$ cat config.mk
export PLATFORM = sky130hd
export DESIGN_NAME = lsbf_ctrl
export DESIGN_NICKNAME = d
export VERILOG_FILES = /design/src/logic/lsbf_pkg.sv /design/src/logic/lsbf_ctrl.sv
export SDC_FILE = /design/constraint.sdc
export NUM_CORES = 1
export LEC_CHECK = 0
export ABC_AREA = 1
export BUFFER_PORTS_ARGS = -buffer_cell sky130_fd_sc_hd__buf_2
export CORE_MARGIN = 2
export CORE_UTILIZATION = 40
export DETAILED_ROUTE_END_ITERATION = 16
export PLACE_DENSITY_LB_ADDON = 0.2
export SYNTH_ARGS = -nofsm -noshare
export SYNTH_HDL_FRONTEND = slang
export SYNTH_SLANG_ARGS = --single-unit
$ cat constraint.sdc
create_clock -name CLK_SYS -period 2.2 [get_ports CLK_SYS]
set_clock_uncertainty 0.2 [all_clocks]
set_input_delay 0.33 -clock CLK_SYS [delete_from_list [all_inputs] [get_ports CLK_SYS]]
set_output_delay 0.33 -clock CLK_SYS [all_outputs]
set_load 0.005 [all_outputs]
$ cat src/logic/lsbf_pkg.sv
// constants and types for the scan-limit and feature-control block
`default_nettype none
package lsbf_pkg;
  // register addresses as seen by the serial interface decoder
  localparam logic [7:0] ADDR_SCAN   = 8'h0b;
  localparam logic [7:0] ADDR_FEAT   = 8'h0e;
  // reset values
  localparam logic [7:0] SCAN_RST    = 8'h00;
  localparam logic [7:0] FEAT_RST    = 8'h00;
  // scan-limit field in bits 2:0
  localparam int         SCAN_LIM_LSB = 0;
  localparam int         DIG_W        = 3;
  localparam int         NUM_DIG      = 8;
  localparam int         IDX_W        = 4;
  // two blank slots per frame give the n+2 term of the refresh law
  localparam logic [3:0] GAP_SLOTS    = 4'h2;
  // timing
  localparam int SYS_CLK_HZ      = 250_000_000;
  localparam int REFRESH_FULL_HZ = 700;
  localparam int FULL_FRAME_SLOTS = 10;
  localparam int SLOT_CYC_DFLT   =
    SYS_CLK_HZ / (REFRESH_FULL_HZ * FULL_FRAME_SLOTS);
  localparam int BLINK_SHORT_MS  = 500;
  localparam int BLINK_LONG_MS   = 1000;
  localparam int BLINK_SHORT_CYC = (SYS_CLK_HZ / 1000) * BLINK_SHORT_MS;
  localparam int BLINK_LONG_CYC  = (SYS_CLK_HZ / 1000) * BLINK_LONG_MS;
  localparam int SLOT_W          = 16;
  localparam int BLINK_W         = 28;
  // feature register, bit 7 first
  typedef struct packed {
    logic blink_start;
    logic sync;
    logic blink_freq_sel;
    logic blink_en;
    logic not_used;
    logic decode_sel;
    logic reg_res;
    logic clk_en;
  } lsbf_feat_t;
  // what the current multiplex slot drives
  typedef enum logic {SLOT_DIGIT, SLOT_GAP} lsbf_slot_t;
endpackage
`default_nettype wire

$ cat src/logic/lsbf_ctrl.sv
// scan-limit multiplexer and feature-control logic of the display driver
//
// Overview of operation
// - scan digits 0 to limit field only
// - refresh equals ten fosc over digits plus two
// - feature register clears to zero at reset
// - bit 0 selects external clock pin
// - bit 1 resets control registers, not feature
// - soft reset keeps digit data intact
// - bit 2 selects code-b or hex decoding
// - bit 4 enables periodic blinking
// - bit 5 selects one or two second period
// - sync bit clears timing on pin rise
// - bit 7 sets starting blink phase
// - key result invalid while blinking
`timescale 1ns/1ps
`default_nettype none
module lsbf_ctrl #(
  parameter int SLOT_CYC        = lsbf_pkg::SLOT_CYC_DFLT,
  parameter int BLINK_SHORT_CYC = lsbf_pkg::BLINK_SHORT_CYC,
  parameter int BLINK_LONG_CYC  = lsbf_pkg::BLINK_LONG_CYC
) (
  input  wire logic       CLK_SYS,
  input  wire logic       RESETN,
  input  wire logic       WR_EN,
  input  wire logic [7:0] WR_ADDR,
  input  wire logic [7:0] WR_DATA,
  input  wire logic [7:0] RD_ADDR,
  output var  logic [7:0] RD_DATA,
  input  wire logic       EXT_CLK_PIN,
  input  wire logic       LOAD_CHIP_SELECT_PIN,
  input  wire logic [7:0] SEG_IN,
  output var  logic [7:0] SEG_OUT,
  output var  logic [7:0] DIGIT_OUT,
  output var  logic [2:0] DIGIT_IDX,
  output var  logic       CLK_SEL_EXT,
  output var  logic       DECODE_HEX,
  output var  logic       CTRL_RST,
  output var  logic       KEY_VALID
);
  // ----------------------------------------------------------------
  // parameter checks
  // ----------------------------------------------------------------
  if (SLOT_CYC < 1 || SLOT_CYC >= (1 << lsbf_pkg::SLOT_W))
    $error("slot count out of range");
  if (BLINK_SHORT_CYC < 1 || BLINK_LONG_CYC >= (1 << lsbf_pkg::BLINK_W))
    $error("blink count out of range");

  localparam logic [lsbf_pkg::SLOT_W-1:0]  SLOT_LAST =
    lsbf_pkg::SLOT_W'(SLOT_CYC - 1);
  localparam logic [lsbf_pkg::BLINK_W-1:0] HALF_SHORT =
    lsbf_pkg::BLINK_W'(BLINK_SHORT_CYC - 1);
  localparam logic [lsbf_pkg::BLINK_W-1:0] HALF_LONG =
    lsbf_pkg::BLINK_W'(BLINK_LONG_CYC - 1);

  // ----------------------------------------------------------------
  // registers
  // ----------------------------------------------------------------
  lsbf_pkg::lsbf_feat_t            feat_reg;
  logic [7:0]                      scan_reg;
  logic                            ext_prev_reg;
  logic                            lcs_prev_reg;
  logic [lsbf_pkg::SLOT_W-1:0]     slot_cnt_reg;
  logic [lsbf_pkg::IDX_W-1:0]      slot_idx_reg;
  logic [lsbf_pkg::BLINK_W-1:0]    blink_cnt_reg;
  logic                            blink_on_reg;
  logic                            blink_en_prev_reg;
  logic [lsbf_pkg::DIG_W-1:0]      scan_lim;
  logic [lsbf_pkg::IDX_W-1:0]      slot_top;
  logic [lsbf_pkg::BLINK_W-1:0]    half_last;
  logic                            tick;
  logic                            sync_clr;
  logic                            slot_end;
  logic                            blink_restart;
  lsbf_pkg::lsbf_slot_t            slot_kind;

  assign scan_lim = scan_reg[lsbf_pkg::SCAN_LIM_LSB +: lsbf_pkg::DIG_W];
  // digit slots plus two blank slots per frame
  assign slot_top = lsbf_pkg::IDX_W'(scan_lim) + lsbf_pkg::GAP_SLOTS;

  // feature register, never touched by its own soft reset
  always_ff @(posedge CLK_SYS)
  begin
    if (!RESETN)
      feat_reg <= lsbf_pkg::FEAT_RST;
    else if (WR_EN && WR_ADDR == lsbf_pkg::ADDR_FEAT)
      feat_reg <= WR_DATA;
  end

  // scan-limit register
  always_ff @(posedge CLK_SYS)
  begin
    if (!RESETN)
      scan_reg <= lsbf_pkg::SCAN_RST;
    // held at default while soft reset bit is set
    else if (feat_reg.reg_res)
      scan_reg <= lsbf_pkg::SCAN_RST;
    else if (WR_EN && WR_ADDR == lsbf_pkg::ADDR_SCAN)
      scan_reg <= WR_DATA;
  end

  // read-back, one cycle latency, unmapped reads zero
  always_ff @(posedge CLK_SYS)
  begin
    if (!RESETN)
      RD_DATA <= 8'h00;
    else if (RD_ADDR == lsbf_pkg::ADDR_FEAT)
      RD_DATA <= feat_reg;
    else if (RD_ADDR == lsbf_pkg::ADDR_SCAN)
      RD_DATA <= scan_reg;
    else
      RD_DATA <= 8'h00;
  end

  // ----------------------------------------------------------------
  // timebase and pin edges
  // ----------------------------------------------------------------
  // pin edges; both pins are already synchronous
  always_ff @(posedge CLK_SYS)
  begin
    if (!RESETN)
    begin
      ext_prev_reg <= 1'b0;
      lcs_prev_reg <= 1'b0;
    end
    else
    begin
      ext_prev_reg <= EXT_CLK_PIN;
      lcs_prev_reg <= LOAD_CHIP_SELECT_PIN;
    end
  end

  // external mode counts pin rising edges instead of cycles
  assign tick = feat_reg.clk_en ? (EXT_CLK_PIN & ~ext_prev_reg) : 1'b1;
  // pin rise clears timing when sync is set
  assign sync_clr = feat_reg.sync & LOAD_CHIP_SELECT_PIN & ~lcs_prev_reg;
  assign slot_end = tick && slot_cnt_reg == SLOT_LAST;

  // ----------------------------------------------------------------
  // multiplexer
  // ----------------------------------------------------------------
  // slot index walks 0..limit+2 and wraps
  always_ff @(posedge CLK_SYS)
  begin
    if (!RESETN || sync_clr)
    begin
      slot_cnt_reg <= '0;
      slot_idx_reg <= '0;
    end
    else if (slot_end)
    begin
      slot_cnt_reg <= '0;
      // >= guards a limit shrunk below the current slot
      slot_idx_reg <= (slot_idx_reg >= slot_top) ? '0 : slot_idx_reg + 4'h1;
    end
    else if (tick)
      slot_cnt_reg <= slot_cnt_reg + 1'b1;
  end

  // slot kind from index and limit
  always_comb
  begin
    case (slot_idx_reg <= lsbf_pkg::IDX_W'(scan_lim))
      1'b1:    slot_kind = lsbf_pkg::SLOT_DIGIT;
      1'b0:    slot_kind = lsbf_pkg::SLOT_GAP;
      default: slot_kind = lsbf_pkg::SLOT_GAP;
    endcase
  end

  // ----------------------------------------------------------------
  // blink timing
  // ----------------------------------------------------------------
  // half period by freq select
  assign half_last = feat_reg.blink_freq_sel ? HALF_LONG : HALF_SHORT;
  assign blink_restart = sync_clr | (feat_reg.blink_en & ~blink_en_prev_reg);

  always_ff @(posedge CLK_SYS)
  begin
    if (!RESETN)
      blink_en_prev_reg <= 1'b0;
    else
      blink_en_prev_reg <= feat_reg.blink_en;
  end

  // blinking only while enabled; otherwise display stays on
  always_ff @(posedge CLK_SYS)
  begin
    if (!RESETN || !feat_reg.blink_en)
    begin
      blink_cnt_reg <= '0;
      blink_on_reg  <= 1'b1;
    end
    else if (blink_restart)
    begin
      blink_cnt_reg <= '0;
      blink_on_reg  <= feat_reg.blink_start;
    end
    else if (tick && blink_cnt_reg >= half_last)
    begin
      blink_cnt_reg <= '0;
      blink_on_reg  <= ~blink_on_reg;
    end
    else if (tick)
      blink_cnt_reg <= blink_cnt_reg + 1'b1;
  end

  // ----------------------------------------------------------------
  // outputs
  // ----------------------------------------------------------------
  // digit index, digit lines and segments all registered together, one cycle after the slot index
  always_ff @(posedge CLK_SYS)
  begin
    if (!RESETN)
    begin
      DIGIT_OUT <= 8'h00;
      DIGIT_IDX <= 3'h0;
      SEG_OUT   <= 8'h00;
    end
    else
    begin
      DIGIT_IDX <= slot_idx_reg[lsbf_pkg::DIG_W-1:0];
      // one digit line at a time
      DIGIT_OUT <= (slot_kind == lsbf_pkg::SLOT_DIGIT) ?
                   8'h01 << slot_idx_reg[lsbf_pkg::DIG_W-1:0] : 8'h00;
      // blank in off phase, stored data untouched
      SEG_OUT   <= (slot_kind == lsbf_pkg::SLOT_DIGIT && blink_on_reg) ?
                   SEG_IN : 8'h00;
    end
  end

  // mode outputs toward clock mux, decoder and keyscan
  always_ff @(posedge CLK_SYS)
  begin
    if (!RESETN)
    begin
      CLK_SEL_EXT <= 1'b0;
      DECODE_HEX  <= 1'b0;
      CTRL_RST    <= 1'b0;
      KEY_VALID   <= 1'b1;
    end
    else
    begin
      CLK_SEL_EXT <= feat_reg.clk_en;
      DECODE_HEX  <= feat_reg.decode_sel;
      // control reset only; digit data registers not wired to it
      CTRL_RST    <= feat_reg.reg_res;
      // key result flagged invalid while blinking
      KEY_VALID   <= ~feat_reg.blink_en;
    end
  end
endmodule
`default_nettype wire

==> report_table.html <==
<table>
<tr><th>Metric</th><th>Value</th></tr>
<tr><th colspan="2">Run status</th></tr>
<tr><td>Result of the run</td><td>finished, final reports clean</td></tr>
<tr><th colspan="2">Critical path</th></tr>
<tr><td>Kind of critical path</td><td>reg2reg</td></tr>
<tr><td>Worst endpoint data arrival time</td><td>roughly 2.1 ns</td></tr>
<tr><td>Depth of the most critical reg-to-reg path</td><td>11</td></tr>
<tr><td>Worst path buffer plus inverter count</td><td>2</td></tr>
<tr><td>Stage delay of the slowest cell on the critical path</td><td>approximately 0.34 ns</td></tr>
<tr><td>Logic depth of the worst setup path including buffers</td><td>11</td></tr>
<tr><td>Category of the worst setup path capture point</td><td>register</td></tr>
<tr><td>Delay-heaviest family, CP</td><td>simple AND/OR/NAND/NOR gates</td></tr>
<tr><td>Maximum fanout along the worst path</td><td>12</td></tr>
<tr><td>Most frequent cell on the critical path</td><td>sky130_fd_sc_hd__nand2_1</td></tr>
<tr><td>Cells along the critical path</td><td>buf_4 &gt; ha_1 &gt; or2_2 &gt; nand2_1 &gt; nand3_1 &gt; nand2_1 &gt; nand2_1 &gt; nand2_2 &gt; nand3_4 &gt; buf_12 &gt; nor2_1</td></tr>
<tr><td>Slowest CP cell</td><td>sky130_fd_sc_hd__dfxtp_2</td></tr>
<tr><td>Crit path launch type</td><td>register</td></tr>
<tr><td>WP data required</td><td>2.28 ns</td></tr>
<tr><th colspan="2">Yosys</th></tr>
<tr><td>Synthesized area per cell</td><td>approximately 7.5 sq um</td></tr>
<tr><td>Instance count of the mapped netlist</td><td>around 630</td></tr>
<tr><td>Flops &amp; latches, synth</td><td>between 90 and 100</td></tr>
<tr><td>Distinct cell type count of the synthesized netlist</td><td>32</td></tr>
<tr><td>Fraction of synthesized cell area in xor and xnor cells</td><td>5.24%</td></tr>
<tr><td>Combined area of all synthesized cells</td><td>4680 sq um</td></tr>
<tr><td>Mux cell area share after synthesis</td><td>0.214%</td></tr>
<tr><td>Area share of fa/ha/maj cells after synthesis</td><td>between 7 and 8%</td></tr>
<tr><td>Sequential fraction of the synthesis area</td><td>a little over two fifths</td></tr>
<tr><td>Dominant combinational cell family by area after synthesis</td><td>simple AND/OR/NAND/NOR gates</td></tr>
<tr><td>Synth Warn #</td><td>0</td></tr>
<tr><td>Simple-gate area share of the yosys netlist</td><td>27.5%</td></tr>
<tr><td>Net count of the mapped netlist</td><td>just under 700</td></tr>
<tr><td>Synth Area in Compound Gates</td><td>8.44%</td></tr>
<tr><th colspan="2">Placement</th></tr>
<tr><td>Routability cong.</td><td>between 0.8 and 0.9</td></tr>
<tr><td>HPWL after detailed placement</td><td>7750 um</td></tr>
<tr><td>Number of I/O port buffers</td><td>67</td></tr>
<tr><td>Cell count after placement</td><td>~850</td></tr>
<tr><th colspan="2">Power and ir drop</th></tr>
<tr><td>Part of the total power dissipated in the clock network</td><td>between 40% and 50%</td></tr>
<tr><td>Internal power summed over all cells</td><td>about 0.0028 W</td></tr>
<tr><td>Logic gate share of total power</td><td>3.6%</td></tr>
<tr><td>Power per unit of standard cell area</td><td>approximately 630 nW/um^2</td></tr>
<tr><td>Fraction of power spent switching nets</td><td>between 20% and 30%</td></tr>
<tr><td>Switching component of the power</td><td>0.000796 W</td></tr>
<tr><td>Sequential share of power</td><td>between 50% and 60%</td></tr>
<tr><td>Peak ir drop on the vdd network</td><td>about 0.00038 V</td></tr>
<tr><td>Leak pwr</td><td>roughly 2.5 nW</td></tr>
<tr><th colspan="2">Timing</th></tr>
<tr><td>Final setup violation count</td><td>0</td></tr>
<tr><td>Setup repair after global routing missed its margin</td><td>false</td></tr>
<tr><td>TNS Setup</td><td>0 ns</td></tr>
<tr><td>Highest clock frequency the design can meet</td><td>~490 MHz</td></tr>
<tr><td>Crit share post-route</td><td>around 93%</td></tr>
<tr><td>Final Hold Vio Count</td><td>0</td></tr>
<tr><td>Max-slew violation total from the final report</td><td>0</td></tr>
<tr><td>Minimum clock period</td><td>around 2.0 ns</td></tr>
<tr><td>Slew at the pin closest to its max-slew limit</td><td>around 0.5 ns</td></tr>
<tr><td>Rel. slew slack</td><td>about two thirds</td></tr>
<tr><th colspan="2">Clock network</th></tr>
<tr><td>CTS Buf Count</td><td>9</td></tr>
<tr><td>Worst-skew pair later-pin latency</td><td>between 0.3 and 0.4 ns</td></tr>
<tr><td>Clock tree from TritonCTS</td><td>yes</td></tr>
<tr><td># H-tree levels</td><td>3</td></tr>
<tr><td>Total clock sinks</td><td>99</td></tr>
<tr><td>Root buffer cell</td><td>sky130_fd_sc_hd__clkbuf_16</td></tr>
<tr><td>Maximum clock path buffer count</td><td>2</td></tr>
<tr><td>Clock transition at the register clock pins on the worst setup and hold paths after CTS</td><td>roughly 0.070 ns</td></tr>
<tr><th colspan="2">Final layout</th></tr>
<tr><td>Final non-filler cell total</td><td>~870</td></tr>
<tr><td>Combined flip-flop and latch cell area</td><td>1980 sq um</td></tr>
<tr><td>Number of filler cells placed in the layout</td><td>~1100</td></tr>
<tr><td>Max reg flops</td><td>28</td></tr>
<tr><td>Final #Nets</td><td>789</td></tr>
<tr><td>Share of post-route cells with drive strength above 1</td><td>between 10% and 20%</td></tr>
<tr><td>Layout area overhead</td><td>22.6%</td></tr>
<tr><td>Diodes inserted</td><td>0</td></tr>
<tr><td>Combined area of the multi-input logic cells</td><td>around 2300 sq um</td></tr>
<tr><th colspan="2">Global routing</th></tr>
<tr><td>Pin count of the biggest net entering global routing</td><td>19</td></tr>
<tr><td>GRT Residual Overflow</td><td>0</td></tr>
<tr><td>Antenna violations before repair</td><td>0</td></tr>
<tr><td>All-layer global routing usage</td><td>between 15 and 20%</td></tr>
<tr><td>Wire length of the first global-routing pass</td><td>roughly 18000 um</td></tr>
<tr><td>Vias in the first global route</td><td>approximately 4000</td></tr>
<tr><th colspan="2">Route</th></tr>
<tr><td>Count of TritonRoute iterations in the first routing pass</td><td>4</td></tr>
<tr><td>Routed vias</td><td>slightly above 4000</td></tr>
<tr><td>Final routed wire length divided by cell count</td><td>11.7 um</td></tr>
<tr><td>Via density</td><td>~4.7</td></tr>
<tr><td>Routed wire length</td><td>roughly 10000 um</td></tr>
<tr><td>Number of nets with antenna violations after detailed routing</td><td>0</td></tr>
<tr><td>DRC</td><td>0</td></tr>
<tr><td>Initial detailed-routing violation count</td><td>130</td></tr>
<tr><th colspan="2">Die</th></tr>
<tr><td>Horiz. Die Dim</td><td>112 um</td></tr>
<tr><td>FP Rows</td><td>39</td></tr>
<tr><td>Die ar.</td><td>around 13000 sq um</td></tr>
<tr><td>Area inside the core boundary</td><td>~11000 sq um</td></tr>
<tr><td>Starting Density</td><td>41.0%</td></tr>
<tr><td>Boundary Pins</td><td>68</td></tr>
<tr><td>Overall die height</td><td>between 100 and 150 um</td></tr>
<tr><th colspan="2">Min path</th></tr>
<tr><td>Worst Hold Depth</td><td>3</td></tr>
<tr><td>Min-delay worst type</td><td>in2reg</td></tr>
<tr><th colspan="2">Run</th></tr>
<tr><td>Max-capacitance violation count</td><td>0</td></tr>
</table>
[kinds of logic (layout without fill, tap and decap cells)]
group | after synthesis | after routing
multiplexers | 1 | 1
AO/OA/AOI/OAI | 74 | 74
XOR/XNOR | 28 | 28
buffers and inverters | 107 | 210
adder cells (fa/ha/maj) | 27 | 27
AND/OR/NAND/NOR | 291 | 291
flip-flops | 99 | 99
[cells in the final DEF, fill, tap and decap left out, types with 2 or more instances in the layout]
| master | count |
|---|---|
| sky130_fd_sc_hd__nand2_1 | 108 |
| sky130_fd_sc_hd__dfxtp_1 | 98 |
| sky130_fd_sc_hd__inv_1 | 96 |
| sky130_fd_sc_hd__nor2_1 | 93 |
| sky130_fd_sc_hd__buf_2 | 67 |
| sky130_fd_sc_hd__nand3_1 | 40 |
| sky130_fd_sc_hd__a21oi_1 | 37 |
| sky130_fd_sc_hd__ha_1 | 27 |
| sky130_fd_sc_hd__o21ai_0 | 24 |
| sky130_fd_sc_hd__xor2_1 | 21 |
| sky130_fd_sc_hd__buf_4 | 15 |
| sky130_fd_sc_hd__nand4_1 | 11 |
| sky130_fd_sc_hd__nor3_1 | 10 |
| sky130_fd_sc_hd__dlygate4sd3_1 | 10 |
| sky130_fd_sc_hd__clkbuf_16 | 9 |
| sky130_fd_sc_hd__nor2_2 | 8 |
| sky130_fd_sc_hd__xnor2_1 | 7 |
| sky130_fd_sc_hd__nor3b_1 | 6 |
| sky130_fd_sc_hd__o31ai_1 | 5 |
| sky130_fd_sc_hd__or2_2 | 4 |
| sky130_fd_sc_hd__nor3_2 | 3 |
| sky130_fd_sc_hd__nand2_2 | 3 |
| sky130_fd_sc_hd__inv_2 | 3 |
| sky130_fd_sc_hd__o21bai_1 | 2 |
| sky130_fd_sc_hd__o22ai_1 | 2 |
| sky130_fd_sc_hd__inv_6 | 2 |
| sky130_fd_sc_hd__buf_12 | 2 |
[cells in the mapped netlist]
cell type / count / share of area, %
sky130_fd_sc_hd__a21oi_1: 38 / 4.1
sky130_fd_sc_hd__nand2_1: 109 / 8.7
sky130_fd_sc_hd__nand3_1: 40 / 4.3
sky130_fd_sc_hd__nor3_2: 2 / 0.43
sky130_fd_sc_hd__o31ai_1: 5 / 0.80
sky130_fd_sc_hd__buf_8: 2 / 0.64
sky130_fd_sc_hd__mux2i_1: 1 / 0.21
sky130_fd_sc_hd__nand3_4: 1 / 0.37
sky130_fd_sc_hd__xnor2_1: 7 / 1.3
sky130_fd_sc_hd__nand2_2: 2 / 0.27
sky130_fd_sc_hd__nor2_1: 94 / 7.5
sky130_fd_sc_hd__clkbuf_1: 2 / 0.16
sky130_fd_sc_hd__o21ai_0: 25 / 2.7
sky130_fd_sc_hd__inv_2: 3 / 0.24
sky130_fd_sc_hd__nor3b_1: 6 / 0.96
sky130_fd_sc_hd__or2_2: 4 / 0.53
sky130_fd_sc_hd__buf_2: 3 / 0.32
sky130_fd_sc_hd__nor3_1: 11 / 1.2
sky130_fd_sc_hd__o22ai_1: 2 / 0.27
sky130_fd_sc_hd__o21bai_1: 2 / 0.32
sky130_fd_sc_hd__nand4_1: 11 / 1.5
sky130_fd_sc_hd__dfxtp_1: 99 / 42
sky130_fd_sc_hd__a211oi_1: 1 / 0.16
sky130_fd_sc_hd__xor2_1: 21 / 3.9
sky130_fd_sc_hd__nor2_2: 7 / 0.93
sky130_fd_sc_hd__o21a_1: 1 / 0.16
sky130_fd_sc_hd__nor4_1: 1 / 0.13
sky130_fd_sc_hd__inv_1: 97 / 7.8
sky130_fd_sc_hd__ha_1: 27 / 7.2
sky130_fd_sc_hd__nand2_4: 1 / 0.24
sky130_fd_sc_hd__nand3b_1: 1 / 0.16
sky130_fd_sc_hd__nor2_4: 1 / 0.24
[timing repair]
item / in CTS / in global routing
hold buffers: 10 / 0
buffers inserted: 0 / 0
hold endpoints to repair: 10 / 0
resized for setup: 0 / 9
setup endpoints to repair: 0 / 31
[power by group through the flow]
stage          Combinational, W  Sequential (W)  Clock [W]
2_1_floorplan         0.0000543         0.00186          0
6_report               0.000130         0.00181    0.00166
3_5_place_dp           0.000116         0.00186          0
4_1_cts                0.000130         0.00181    0.00170
5_1_grt                0.000148         0.00182    0.00178
3_3_place_gp           0.000114         0.00186          0
[path summary, 6_finish.rpt]
kind                       endpoint  slack, ns         from
setup / recovery  blink_cnt_reg[20]       0.16  feat_reg[5]
hold / removal          scan_reg[7]       0.02   WR_DATA[7]
setup reg to reg  blink_cnt_reg[20]       0.16  feat_reg[5]
hold reg to reg         feat_reg[2]       0.25  feat_reg[2]
[per-layer routing]
metal / track usage [%] / up-vias / wire length (um)
met1: 22.5 / 1857 / 4960
met4: 4.63 / 0 / 136
met3: 4.27 / 13 / 441
met2: 28.2 / 87 / 4720
li1: - / 2182 / -
met5: 0 / - / 0
[per-stage QoR]
step                cell area (sq um)  power (W)  util, %  setup WS (ns)  hold slack (ns)
floorplan                        4680    0.00191        -         0.0755            0.213
global placement                 5300    0.00197     46.4          0.128            0.235
detailed placement               5300    0.00197     46.4         0.0542            0.238
CTS                              5720    0.00365     50.1         0.0424           0.0142
global route                     5740    0.00374     50.3        0.00220           0.0289
finish                           5740    0.00361     50.3          0.157           0.0214
[tightest hold or removal path: stages]
cell	delay, ns
sky130_fd_sc_hd__buf_2	0.10
sky130_fd_sc_hd__inv_1	0.04
sky130_fd_sc_hd__a21oi_1	0.05
[cell type report]
type                    count  area share [%]
multi-input cells         421            39.9
flip-flops and latches     99            34.5
repair buffers             94            10.2
inverters                 100            6.58
clock buffers              10            4.16
well taps                 143            3.12
clock inverters             6            1.44
Power figures use the tool's default switching activity.
